## config.mk

```make
export PLATFORM = sky130hd
export DESIGN_NAME = rci_top
export DESIGN_NICKNAME = d
export VERILOG_FILES = /design/src/core/rci_pkg.sv /design/src/core/rci_cause_dec.sv /design/src/core/rci_top.sv
export VERILOG_INCLUDE_DIRS = /design/src /design/src/core
export SDC_FILE = /design/constraint.sdc
export NUM_CORES = 1
export LEC_CHECK = 0
export CAP_MARGIN = 25
export CORE_ASPECT_RATIO = 0.75
export CORE_UTILIZATION = 45
export DETAILED_ROUTE_END_ITERATION = 8
export DONT_BUFFER_PORTS = 1
export HOLD_SLACK_MARGIN = 0.02
export PLACE_DENSITY_LB_ADDON = 0.15
export RECOVER_POWER = 100
export SETUP_SLACK_MARGIN = 0.3
export SYNTH_ARGS = -nofsm -noshare
export SYNTH_HDL_FRONTEND = slang
export SYNTH_HIERARCHICAL = 1
export SYNTH_SLANG_ARGS = --single-unit
```

## constraint.sdc

```tcl
create_clock -name hclk -period 2.86 [get_ports hclk]
set_input_delay 0.143 -clock hclk [delete_from_list [all_inputs] [get_ports hclk]]
set_output_delay 0.143 -clock hclk [all_outputs]
set_load 0.02 [all_outputs]
```

## src/core/rci_consts.svh

```systemverilog
// Constants for the reset-cause initialization logic.
// Overview of operation
// - Run pin reset: PC zero, clear status top.
// - Sleep pin reset: PC zero, TO set, PD clear.
// - Interrupt wake: PC+1, TO set, PD clear.
// - Interrupt wake with enable set: next instruction, then vector.
// - Only power-on and brown-out clear power flag bit 0.
// - Interrupt wake sets its source flag bits.
// - Mask shares address; reachable only in mode 1001.
// - Unimplemented bits always read as zero.
// - Every reset clears the global interrupt enable.
`ifndef RCI_CONSTS_SVH
`define RCI_CONSTS_SVH

`define RCI_IDX_PC      8'h02
`define RCI_IDX_STATUS  8'h03
`define RCI_IDX_IRQCTL  8'h0B
`define RCI_IDX_PFLAG   8'h0C
`define RCI_IDX_SMODE   8'h14
`define RCI_IDX_POWER_CONTROL_FLAGS    8'h8E
`define RCI_IDX_SADDR   8'h93
`define RCI_IDX_EVSTAT  8'hC0
`define RCI_IDX_EVMASK  8'hC1

`define RCI_ST_TO       4
`define RCI_ST_PD       3
`define RCI_PCN_BOR     0
`define RCI_PCN_ULPWUE  5
`define RCI_GIE         7

`define RCI_POWER_CONTROL_FLAGS_IMPL   8'h33
`define RCI_PFLAG_IMPL  8'h7F
`define RCI_EV_IMPL     8'h7F
`define RCI_STATUS_POR  8'h18
`define RCI_POWER_CONTROL_FLAGS_POR    8'h10
`define RCI_IRQCTL_POR  8'h00
`define RCI_SADDR_POR   8'h00
`define RCI_SADDR_RST   8'hFF
`define RCI_SMASK_RST   8'hFF
`define RCI_SMODE_MASK  4'h9
`define RCI_PC_ZERO     13'h0000
`define RCI_PC_VECTOR   13'h0004
`define RCI_EV_POR_RST  8'h01

`endif

```

## src/core/rci_pkg.sv

```systemverilog
// Types shared by the reset-cause initialization logic.
package rci_pkg;
  typedef enum logic [2:0] {
    CAUSE_NONE, CAUSE_POR, CAUSE_BOR, CAUSE_EXT_RUN, CAUSE_EXT_SLEEP,
    CAUSE_WDT_RST, CAUSE_WDT_WAKE, CAUSE_IRQ_WAKE
  } rci_cause_t;
  typedef enum logic {VEC_IDLE, VEC_WAIT} rci_vec_t;
endpackage : rci_pkg

```

## src/core/rci_cause_dec.sv

```systemverilog
// Fixed-priority decoder of the reset and wake-up cause.
`timescale 1ns/1ps
`default_nettype none
module rci_cause_dec (
  input  wire logic              por_req,
  input  wire logic              bor_req,
  input  wire logic              ext_evt,
  input  wire logic              wdt_timeout,
  input  wire logic              irq_wake,
  input  wire logic              sleeping,
  output var rci_pkg::rci_cause_t cause
);
  import rci_pkg::*;

  always_comb begin
    cause = CAUSE_NONE;
    if (por_req) begin
      cause = CAUSE_POR;
    end else if (bor_req) begin
      cause = CAUSE_BOR;
    end else if (ext_evt) begin
      cause = sleeping ? CAUSE_EXT_SLEEP : CAUSE_EXT_RUN;
    end else if (wdt_timeout) begin
      cause = sleeping ? CAUSE_WDT_WAKE : CAUSE_WDT_RST;
    end else if (irq_wake && sleeping) begin
      cause = CAUSE_IRQ_WAKE;
    end
  end
endmodule : rci_cause_dec
`default_nettype wire

```

## src/core/rci_top.sv

```systemverilog
// Reset-cause initialization logic with its AHB-Lite register slave.
//
// The AHB-Lite slave port was left to the implementer.
`timescale 1ns/1ps
`default_nettype none
`include "rci_consts.svh"
module rci_top #(
  parameter int PC_W = 13
) (
  input  wire logic              hclk,
  input  wire logic              hresetn,
  input  wire logic              hsel,
  input  wire logic [31:0]       haddr,
  input  wire logic [1:0]        htrans,
  input  wire logic              hwrite,
  input  wire logic [2:0]        hsize,
  input  wire logic [31:0]       hwdata,
  input  wire logic              hready,
  output logic      [31:0]       hrdata,
  output logic                   hreadyout,
  output logic                   hresp,
  input  wire logic              external_reset_pin_n,
  input  wire logic              por_req,
  input  wire logic              bor_req,
  input  wire logic              wdt_timeout,
  input  wire logic              sleeping,
  input  wire logic              instr_done,
  input  wire logic [PC_W-1:0]   core_pc,
  input  wire logic [2:0]        wake_ctl_flags,
  input  wire logic [6:0]        wake_per_flags,
  output logic                   pc_load,
  output logic      [PC_W-1:0]   pc_value,
  output logic                   global_irq_enable,
  output logic                   irq
);
  import rci_pkg::*;

  logic              ext_s1_ff, ext_s2_ff, ext_s3_ff, ext_lvl_ff;
  logic              ext_evt;
  rci_cause_t        cause;
  logic              is_reset;
  logic [7:0]        status_ff, power_control_flags_ff, irqctl_ff, pflag_ff;
  logic [7:0]        saddr_ff, smask_ff, evstat_ff, evmask_ff;
  logic [3:0]        smode_ff;
  logic              wr_pend_ff;
  logic [7:0]        wr_idx_ff;
  logic [31:0]       hrdata_ff;
  logic              pc_load_ff, irq_ff;
  logic [PC_W-1:0]   pc_value_ff;
  rci_vec_t          vec_ff;
  logic              accept, addr_ok, rd_clr, vec_fire;
  logic [7:0]        idx;
  logic [31:0]       nxt_hrdata;
  logic [7:0]        ev_set, nxt_evstat;

  function automatic logic [7:0] status_init(rci_cause_t c, logic [7:0] s);
    case (c)
      CAUSE_POR:       status_init = `RCI_STATUS_POR;
      CAUSE_BOR:       status_init = {3'h0, 2'b11, s[2:0]};
      CAUSE_EXT_RUN:   status_init = {3'h0, s[4:0]};
      CAUSE_EXT_SLEEP: status_init = {3'h0, 2'b10, s[2:0]};
      CAUSE_WDT_RST:   status_init = {4'h0, s[3:0]};
      CAUSE_WDT_WAKE:  status_init = {s[7:5], 2'b00, s[2:0]};
      CAUSE_IRQ_WAKE:  status_init = {s[7:5], 2'b10, s[2:0]};
      default:         status_init = s;
    endcase
  endfunction : status_init

  function automatic logic [7:0] power_control_flags_init(rci_cause_t c, logic [7:0] p);
    case (c)
      CAUSE_POR:     power_control_flags_init = `RCI_POWER_CONTROL_FLAGS_POR;
      CAUSE_BOR:     power_control_flags_init = (p & 8'h02) | 8'h10;
      CAUSE_EXT_RUN, CAUSE_EXT_SLEEP, CAUSE_WDT_RST: begin
        power_control_flags_init = p & 8'h13;
      end
      default:       power_control_flags_init = p;
    endcase
  endfunction : power_control_flags_init

  // The pin is a foreign level: three stages, counted once stages two and three agree.
  always_ff @(posedge hclk or negedge hresetn) begin
    if (!hresetn) begin
      ext_s1_ff  <= 1'b1;
      ext_s2_ff  <= 1'b1;
      ext_s3_ff  <= 1'b1;
      ext_lvl_ff <= 1'b1;
    end else begin
      ext_s1_ff <= external_reset_pin_n;
      ext_s2_ff <= ext_s1_ff;
      ext_s3_ff <= ext_s2_ff;
      if (ext_s2_ff == ext_s3_ff) begin
        ext_lvl_ff <= ext_s3_ff;
      end
    end
  end

  assign ext_evt = (ext_s2_ff == ext_s3_ff) && !ext_s3_ff && ext_lvl_ff;

  rci_cause_dec rci_cause_dec_i (
    .por_req     (por_req),
    .bor_req     (bor_req),
    .ext_evt     (ext_evt),
    .wdt_timeout (wdt_timeout),
    .irq_wake    ((|wake_ctl_flags) || (|wake_per_flags)),
    .sleeping    (sleeping),
    .cause       (cause)
  );

  assign is_reset = (cause == CAUSE_POR) || (cause == CAUSE_BOR) ||
                    (cause == CAUSE_EXT_RUN) || (cause == CAUSE_EXT_SLEEP) ||
                    (cause == CAUSE_WDT_RST);

  // Bus address phase: only whole-word transfers inside the map are honoured.
  assign idx     = haddr[9:2];
  assign addr_ok = (haddr[31:10] == 22'h0) && (haddr[1:0] == 2'b00);
  assign accept  = hsel && htrans[1] && hready && addr_ok && (hsize == 3'b010);
  assign rd_clr  = accept && !hwrite && (idx == `RCI_IDX_EVSTAT);

  always_comb begin
    nxt_hrdata = 32'h0;
    case (idx)
      `RCI_IDX_PC:     nxt_hrdata = {{(32-PC_W){1'b0}}, pc_value_ff};
      `RCI_IDX_STATUS: nxt_hrdata = {24'h0, status_ff};
      `RCI_IDX_IRQCTL: nxt_hrdata = {24'h0, irqctl_ff};
      `RCI_IDX_PFLAG:  nxt_hrdata = {24'h0, pflag_ff & `RCI_PFLAG_IMPL};
      `RCI_IDX_SMODE:  nxt_hrdata = {28'h0, smode_ff};
      `RCI_IDX_POWER_CONTROL_FLAGS:   nxt_hrdata = {24'h0, power_control_flags_ff & `RCI_POWER_CONTROL_FLAGS_IMPL};
      `RCI_IDX_SADDR: begin
        nxt_hrdata = {24'h0, (smode_ff == `RCI_SMODE_MASK) ? smask_ff : saddr_ff};
      end
      `RCI_IDX_EVSTAT: nxt_hrdata = {24'h0, evstat_ff};
      `RCI_IDX_EVMASK: nxt_hrdata = {24'h0, evmask_ff};
      default:         nxt_hrdata = 32'h0;
    endcase
  end

  always_ff @(posedge hclk or negedge hresetn) begin
    if (!hresetn) begin
      hrdata_ff  <= 32'h0;
      wr_pend_ff <= 1'b0;
      wr_idx_ff  <= 8'h00;
    end else begin
      hrdata_ff  <= (accept && !hwrite) ? nxt_hrdata : 32'h0;
      wr_pend_ff <= accept && hwrite;
      wr_idx_ff  <= idx;
    end
  end

  // Status: hardware initialization wins over a write landing in the same cycle.
  always_ff @(posedge hclk or negedge hresetn) begin
    if (!hresetn) begin
      status_ff <= `RCI_STATUS_POR;
    end else if (cause != CAUSE_NONE) begin
      status_ff <= status_init(cause, status_ff);
    end else if (wr_pend_ff && wr_idx_ff == `RCI_IDX_STATUS) begin
      status_ff <= {hwdata[7:5], status_ff[4:3], hwdata[2:0]};
    end
  end

  always_ff @(posedge hclk or negedge hresetn) begin
    if (!hresetn) begin
      power_control_flags_ff <= `RCI_POWER_CONTROL_FLAGS_POR;
    end else if (cause != CAUSE_NONE) begin
      power_control_flags_ff <= power_control_flags_init(cause, power_control_flags_ff);
    end else if (wr_pend_ff && wr_idx_ff == `RCI_IDX_POWER_CONTROL_FLAGS) begin
      power_control_flags_ff <= hwdata[7:0] & `RCI_POWER_CONTROL_FLAGS_IMPL;
    end
  end

  assign vec_fire = (vec_ff == VEC_WAIT) && instr_done && !is_reset;

  // Wake sources land in the flag registers except in a reset cycle; a set beats a software clear.
  always_ff @(posedge hclk or negedge hresetn) begin
    if (!hresetn) begin
      irqctl_ff <= `RCI_IRQCTL_POR;
    end else if (cause == CAUSE_POR || cause == CAUSE_BOR) begin
      irqctl_ff <= `RCI_IRQCTL_POR;
    end else if (is_reset) begin
      irqctl_ff <= {7'h0, irqctl_ff[0]};
    end else begin
      if (wr_pend_ff && wr_idx_ff == `RCI_IDX_IRQCTL) begin
        irqctl_ff <= {hwdata[7:3], hwdata[2:0] | wake_ctl_flags};
      end else begin
        irqctl_ff <= {irqctl_ff[7:3], irqctl_ff[2:0] | wake_ctl_flags};
      end
      if (vec_fire) begin
        irqctl_ff[`RCI_GIE] <= 1'b0;
      end
    end
  end

  always_ff @(posedge hclk or negedge hresetn) begin
    if (!hresetn) begin
      pflag_ff <= 8'h00;
    end else if (is_reset) begin
      pflag_ff <= 8'h00;
    end else if (wr_pend_ff && wr_idx_ff == `RCI_IDX_PFLAG) begin
      pflag_ff <= (hwdata[7:0] & `RCI_PFLAG_IMPL) | {1'b0, wake_per_flags};
    end else begin
      pflag_ff <= pflag_ff | {1'b0, wake_per_flags};
    end
  end

  // Serial address and mask share one index; the mode field picks the target.
  always_ff @(posedge hclk or negedge hresetn) begin
    if (!hresetn) begin
      smode_ff <= 4'h0;
      saddr_ff <= `RCI_SADDR_POR;
      smask_ff <= `RCI_SMASK_RST;
    end else if (is_reset) begin
      smode_ff <= 4'h0;
      saddr_ff <= (cause == CAUSE_POR) ? `RCI_SADDR_POR : `RCI_SADDR_RST;
      smask_ff <= `RCI_SMASK_RST;
    end else if (wr_pend_ff) begin
      if (wr_idx_ff == `RCI_IDX_SMODE) begin
        smode_ff <= hwdata[3:0];
      end
      if (wr_idx_ff == `RCI_IDX_SADDR && smode_ff == `RCI_SMODE_MASK) begin
        smask_ff <= hwdata[7:0];
      end else if (wr_idx_ff == `RCI_IDX_SADDR) begin
        saddr_ff <= hwdata[7:0];
      end
    end
  end

  // Program counter loads and the deferred jump to the interrupt vector.
  always_ff @(posedge hclk or negedge hresetn) begin
    if (!hresetn) begin
      pc_load_ff  <= 1'b0;
      pc_value_ff <= `RCI_PC_ZERO;
      vec_ff      <= VEC_IDLE;
    end else begin
      pc_load_ff <= 1'b0;
      case (vec_ff)
        VEC_IDLE: begin
          if (cause == CAUSE_IRQ_WAKE && irqctl_ff[`RCI_GIE]) begin
            vec_ff <= VEC_WAIT;
          end
        end
        VEC_WAIT: begin
          if (is_reset || vec_fire) begin
            vec_ff <= VEC_IDLE;
          end
        end
        default: vec_ff <= VEC_IDLE;
      endcase
      if (is_reset) begin
        pc_load_ff  <= 1'b1;
        pc_value_ff <= `RCI_PC_ZERO;
      end else if (cause == CAUSE_IRQ_WAKE || cause == CAUSE_WDT_WAKE) begin
        pc_load_ff  <= 1'b1;
        pc_value_ff <= PC_W'(core_pc + 1'b1);
      end else if (vec_fire) begin
        pc_load_ff  <= 1'b1;
        pc_value_ff <= `RCI_PC_VECTOR;
      end
    end
  end

  // Cause events: sticky, cleared by reading; a new event beats that clear.
  always_comb begin
    ev_set = 8'h00;
    if (cause != CAUSE_NONE) begin
      ev_set[3'(cause) - 3'd1] = 1'b1;
    end
    nxt_evstat = ((rd_clr ? 8'h00 : evstat_ff) | ev_set) & `RCI_EV_IMPL;
  end

  always_ff @(posedge hclk or negedge hresetn) begin
    if (!hresetn) begin
      evstat_ff <= `RCI_EV_POR_RST;
      evmask_ff <= 8'h00;
      irq_ff    <= 1'b0;
    end else begin
      evstat_ff <= nxt_evstat;
      if (wr_pend_ff && wr_idx_ff == `RCI_IDX_EVMASK) begin
        evmask_ff <= hwdata[7:0] & `RCI_EV_IMPL;
      end
      irq_ff <= |(nxt_evstat & evmask_ff);
    end
  end

  always_ff @(posedge hclk or negedge hresetn) begin
    if (!hresetn) begin
      hreadyout <= 1'b0;
      hresp     <= 1'b0;
    end else begin
      hreadyout <= 1'b1;
      hresp     <= 1'b0;
    end
  end

  assign hrdata            = hrdata_ff;
  assign pc_load           = pc_load_ff;
  assign pc_value          = pc_value_ff;
  assign global_irq_enable = irqctl_ff[`RCI_GIE];
  assign irq               = irq_ff;
endmodule : rci_top
`default_nettype wire

```

### After elaboration in Yosys (flattened, before gate mapping)

Index checks and enable logic that the tools add are counted.

| storage, ports and cells | value |
|---|---|
| output and inout port bits | 50 |
| register bits | 126 |
| bits in writable memories | 0 |
| memories kept | 0 |
| word-level logic and storage cells | 186 |
| bits in latches | 0 |
| memory bits (read-only) | 0 |

| cells by class | value |
|---|---|
| order comparisons | 2 |
| reduce and logical (&&, ||, !) cells | 59 |
| eq/ne operators | 39 |
| divide/modulo/power cells | 0 |
| shift-type cells | 0 |
| bitwise operators | 9 |
| mux-type cells | 46 |
| add/subtract/negate cells | 2 |
| multipliers | 0 |

Operators by type and width:

| operator | count |
|---|---|
| $mux 8 | 16 |
| $pmux 13 s9 | 1 |
| $eq 8x8->1 const B | 7 |
| $pmux 8 s7 | 1 |
| $mux 13 | 3 |
| $eq 8x4->1 const B | 4 |
| $mux 32 | 1 |
| $eq 8x2->1 const B | 3 |
| $logic_not 22->1 | 1 |
| $logic_and 1x1->1 | 21 |
| $mux 3 | 6 |
| $ne 2x2->1 const B | 9 |
| $pmux 6 s3 | 1 |
| $eq 8x5->1 const B | 2 |
| $mux 7 | 2 |
| $or 7x7->7 | 2 |
| $add 13x1->13 const B | 1 |
| $eq 3x3->1 const B | 4 |
| $mux 4 | 3 |
| $mux 6 | 2 |
| $reduce_and 4->1 | 3 |
| $reduce_bool 2->1 | 6 |
| $eq 3x2->1 const B | 3 |
| $reduce_and 3->1 | 3 |
| 30 further kinds | 52 |

### Longest topological paths before layout

| logic depth | value |
|---|---|
| depth after elaboration | 18 |
| mapped depth | 15 |
| depth with buffers taken out | 14 |

### Modules after synthesis

Netlist, hierarchy kept.

Modules (own cells, without submodules):

| module | seq. area each (µm²) | instances | cells each | area each (µm²) |
|---|---|---|---|---|
| rci_top | 2622.5 | 1 | 527 | 5522.8 |
| rci_cause_dec | 0.0 | 1 | 12 | 66.3 |

### Worst setup path before layout

No wires, ideal clock.

| path | value |
|---|---|
| path type | register to register |
| from | register ext_s2_ff |
| to | register power_control_flags_ff[0] |
| slack | -0.245 ns |
| stages on the path, launching flop included | 15 |
| setup time | 0.125 ns |
| path buffers | 1 |
| required time | 2.735 ns |
| arrival | 2.980 ns |
| path through | dfstp_2 > inv_1 > ha_1 > and2_1 > nor2_1 > nor3_1 > or3_1 > inv_1 > ha_1 > ha_1 > clkbuf_1 > inv_1 > o2111a_1 > a21oi_1 > mux2_2 |

| between the ends | value |
|---|---|
| word-level cells in the longest chain between the ends | 10 |
| elaborated cells between the ends (all ways) | 18 |
| those cells by class | eq/ne: 8; mux: 4; reduce/logical: 6 |

RTL lines:

| what | line | RTL |
|---|---|---|
| start: declaration | rci_top.sv:38 | `logic ext_s1_ff, ext_s2_ff, ext_s3_ff, ext_lvl_ff;` |
| start signal: assignment | rci_top.sv:89 | `ext_s2_ff <= ext_s1_ff;` |
| $eq 1x1->1 * | rci_top.sv:97 | `assign ext_evt = (ext_s2_ff == ext_s3_ff) && !ext_s3_ff && ext_lvl_ff;` |
| $logic_and 1x1->1 * (2 in series) | rci_top.sv:97 |  |
| named net ext_evt | rci_top.sv:39 | `logic ext_evt;` |
| $mux 3 * | rci_cause_dec.sv:21 | `end else if (ext_evt) begin` |
| $mux 3 * | rci_cause_dec.sv:19 | `end else if (bor_req) begin` |
| $mux 3 * | rci_cause_dec.sv:17 | `if (por_req) begin` |
| named net cause[0] | rci_top.sv:40 | `rci_cause_t cause;` |
| $eq 3x2->1 / $eq 3x3->1 (equally long branches) | rci_top.sv:70 | `case (c)` |
| $reduce_or 3->1 | rci_top.sv:70 |  |
| $ne 2x2->1 (no source line) | -- |  |
| $reduce_and 3->1 (no source line) | -- |  |
| end signal: assignment | rci_top.sv:162 | `` power_control_flags_ff <= `RCI_POWER_CONTROL_FLAGS_POR; `` |
| end signal: assignment | rci_top.sv:164 | `power_control_flags_ff <= power_control_flags_init(cause, power_control_flags_ff);` |
| end signal: assignment | rci_top.sv:166 | `` power_control_flags_ff <= hwdata[7:0] & `RCI_POWER_CONTROL_FLAGS_IMPL; `` |
| end: declaration | rci_top.sv:42 | `logic [7:0] status_ff, power_control_flags_ff, irqctl_ff, pflag_ff;` |

The timed path passes the listed nets; every way through them passes the cells marked *.
A chain may end at the register's enable or synchronous reset.

### Worst setup path after layout

| path | value |
|---|---|
| from | register ext_s2_ff |
| to | register irq_ff (netlist: irq) |

| between the ends | value |
|---|---|
| word-level cells in the longest chain between the ends | 15 |
| elaborated cells between the ends (all ways) | 17 |
| those cells by class | add/sub: 1; order compare: 2; eq/ne: 1; mux: 6; bitwise: 2; reduce/logical: 5 |

RTL lines:

| what | line | RTL |
|---|---|---|
| $eq 1x1->1 * | rci_top.sv:97 |  |
| $logic_and 1x1->1 * (2 in series) | rci_top.sv:97 |  |
| named net ext_evt | rci_top.sv:39 |  |
| $mux 3 * | rci_cause_dec.sv:21 |  |
| $mux 3 * | rci_cause_dec.sv:19 |  |
| $mux 3 * | rci_cause_dec.sv:17 |  |
| named net cause[0] | rci_top.sv:40 |  |
| $sub 3x1->3 | rci_top.sv:264 | `ev_set[3'(cause) - 3'd1] = 1'b1;` |
| $lt 3x4->1 (not written as such) / $ge 3x1->1 (equally long branches) | rci_top.sv:264 |  |
| $logic_and 1x1->1 (not written as such) | rci_top.sv:264 |  |
| $mux 1 (not written as such) | rci_top.sv:264 |  |
| $demux 1 s3 | rci_top.sv:264 |  |
| $mux 7 * | rci_top.sv:263 | `if (cause != CAUSE_NONE) begin` |
| $or 7x7->7 * | rci_top.sv:266 | `` nxt_evstat = ((rd_clr ? 8'h00 : evstat_ff) \| ev_set) & `RCI_EV_IMPL; `` |
| $and 7x7->7 * | rci_top.sv:279 | `irq_ff <= \|(nxt_evstat & evmask_ff);` |
| $reduce_or 8->1 * | rci_top.sv:279 |  |
| end signal: assignment | rci_top.sv:279 |  |
| end: declaration | rci_top.sv:48 | `logic pc_load_ff, irq_ff;` |

Marked as above.

==> impl_metrics.toml <==
[status]
status = "finished with violations"
violations = "negative hold slack"

[synth]
syn_inst = 539
yosysWarnings = 6
synth_cell_type_count = 64
synth_area_sq_um = 5590
async_flop_share = 1.00
syn_area_per_cell_sq_um = 10.4
ys_seq_area_frac = 0.469
synth_edf_count = 0
ys_dominant_reg_cell = "dfrtp_1"
ys_seq_elements = 104

[critical_path]
reg2reg_depth = 14
cpLargestDelayFamily = "simple AND/OR/NAND/NOR gates"
crit_path_end = "irq"
cpPeakStageDelay_ns = 0.54
critPathBufInv = 2
crit_start = "ext_s2_ff"
endpoint_kind = "flop"
worstPathRequired_ns = 3.06
start_kind = "flop"
worstSetupPathDepth = 14
worst_path_max_delay_cell = "dfstp_2"
crit_type = "reg2reg"
r2r_setup_slack_ns = 0.04
path_cells = "inv_2 -> ha_4 -> and2_4 -> nor2_4 -> nor3_2 -> or3_4 -> inv_4 -> ha_4 -> ha_4 -> nor4bb_4 -> nor2_1 -> a41oi_2 -> nor4_2 -> nand4_1"
cp_common_cell = "ha_4"
crit_path_max_fanout = 7
r2r_start = "ext_s2_ff"
reg2reg_to = "irq"
worst-endpoint-arrival_ns = 3.03

[timing]
rsz0062_at_grt = "yes"
min_period_ns = 2.82
fin_ws_ns = 0.0357
slew_headroom = 0.536
report.final.setup_viol = 0
fin_setup_tns_ns = 0
slew_violations = 0
hold_viol = 104
finClkSkew_ns = 0.0108
whs_ns = -0.506
period_share = 0.988
fmax_mhz = 354
tightest_slew_ns = 0.693

[floorplanning]
design.die.area_sq_um = 12900
coreArea_sq_um = 11800
initial_core_util = 0.473
num_io_pins = 153
row_count = 34
chipWidth_microns = 131
fp.dieH_microns = 98.5

[clocking]
cts_tree = "done"
cts-root-buf = "clkbuf_16"
clk_latency_ns = 0.35
clk_pin_slew_ns = 0.07
cts_buffers = 9
cts_max_path_buffers = 2
h-tree-depth = 3
cts_num_sinks = 104

[finish]
finish.instance_area_sq_um = 7440
final_cell_count_no_fill = 792
final_cell_mix = "dfrtp_1, dlygate4sd3_1, mux2i_1, nand2_1, buf_4"
final_common_cell = "dfrtp_1"
fillers = 942
fin_nets = 733
drive_gt1_frac = 0.316
areaGrowthSynthToFinish_pct = 33.1
final_util = 0.629

[place]
dp_hpwl_microns = 11600
routabilityCongestion = 0.890
port_buffers = 0
post-place-ws_ns = -0.0587
dp_cells = 703
post_dp_cell_area_sq_um = 5910

[job]
cap_violations = 0

[power_and_ir_drop]
powerDensity_nw_per_um2 = 496
cellLeakagePower_uw = 0.00327
ir_worst_vdd_uv = 389

[global_routing]
grtUsageTotal = 0.268
grt_pass1_vias = 4526
grt_first_pass_wirelength_microns = 25300
antenna_found_initial = 3
grt_overflow = 0
grt_max_degree = 105

[hold_path]
hp-class = "in2async"

[routing]
drcViolationCount = 0
viasPerCell = 6.07
vias = 4807
ant_nets = 0
routed_wl_microns = 17800
avgRoutedWirePerCell_microns = 22.4
first_pass_iters = 6
drt-initial-drc-count = 531
## Yosys cell counts, drive strengths merged (4+ instances only)
master  instances  area [sq um]
a21o            7          52.6
a21oi          32           160
a222oi         11           110
a22oi           8          60.1
a31oi           7          43.8
a41oi           5          43.8
and3            8          50.1
and4            7          63.8
and4b           5          50.1
buf            26           189
clkbuf         15          57.6
dfrtp          88          2200
dfstp          16           420
ha              8           100
inv            29           109
mux2           18           203
mux2i          37           370
nand2          44           165
nand2b          4          25.0
nand3           7          35.0
nand4           4          25.0
nand4b          4          35.0
nor2           32           123
nor3            8          51.3
nor4           14           109
nor4b           9          93.8
nor4bb          4          40.0
o21ai          28           140
or4             8          71.3
xor2            8          70.1
## stage by stage
step / total power (uW) / hold slack [ns]
CTS: 3530 / -0.513
global route: 3800 / -0.520
detailed placement: 2090 / -0.146
finish: 3690 / -0.506
floorplan: 1970 / -0.153
global placement: 2080 / -0.147
## flip-flops by register name, summed over array words and instances, names as in the netlist, 4 cells and up
| signal | cells |
|---|---|
| evmask_ff | 7 |
| evstat_ff | 7 |
| hrdata | 13 |
| irqctl_ff | 8 |
| pc_value | 13 |
| pflag_ff | 7 |
| power_control_flags_ff | 4 |
| saddr_ff | 8 |
| smask_ff | 8 |
| smode_ff | 4 |
| status_ff | 8 |
| wr_idx_ff | 8 |
## metal layers
metal  up-vias  global-route usage  share of wire  wire length (microns)
met4         4              0.0645          0.016                    290
li1       2119                   -              -                      -
met5         -                   0         0.0018                     32
met3        31              0.0939           0.10                   1840
met2       261               0.394           0.45                   8070
met1      2392               0.376           0.42                   7520
## power by group
| group | total, uW | internal [uW] | switching (uW) |
|---|---|---|---|
| clock network | 1320 | 793 | 529 |
| logic | 710 | 352 | 358 |
| registers | 1660 | 1570 | 85.3 |
| total | 3690 | 2720 | 972 |
## final cells by class
type | count | area [sq um] | area share
Clock buffer | 13 | 250 | 0.0336
Antenna cell | 3 | 7.51 | 0.00101
Timing Repair Buffer | 94 | 971 | 0.131
Clock inverter | 3 | 67.6 | 0.00908
Inverter | 29 | 116 | 0.0156
Sequential cell | 104 | 2620 | 0.353
Multi-Input combinational cell | 384 | 3200 | 0.430
Tap cell | 162 | 203 | 0.0272
## kinds of logic after synthesis
kind of cell | Yosys count | synth area share
other cells | 2 | 0.00134
buf+inv | 70 | 0.0636
simple gates | 172 | 0.186
fa+ha+maj | 8 | 0.0179
compound gates | 117 | 0.142
xor+xnor | 11 | 0.0172
flops | 104 | 0.469
mux | 55 | 0.103
## timing repair
item | 4_1_cts | 5_1_grt
hold endpoints to repair | 167 | 106
cloned | 1 | 2
endpoints found under the setup margin | 53 | 66
pin swaps | 21 | 20
hold buffers | 37 | 3
buffers inserted | 15 | 12
gates resized for setup | 42 | 102
## worst min-delay path by stage
stage	start	end	cells after the start
2_1_floorplan	hresetn	evmask_ff[0]	0
3_3_place_gp	hresetn	saddr_ff[2]	0
3_5_place_dp	hresetn	saddr_ff[2]	0
4_1_cts	hresetn	saddr_ff[2]	0
5_1_grt	hresetn	saddr_ff[2]	0
6_report	hresetn	saddr_ff[2]	0
(Power assumes the default switching activity.)
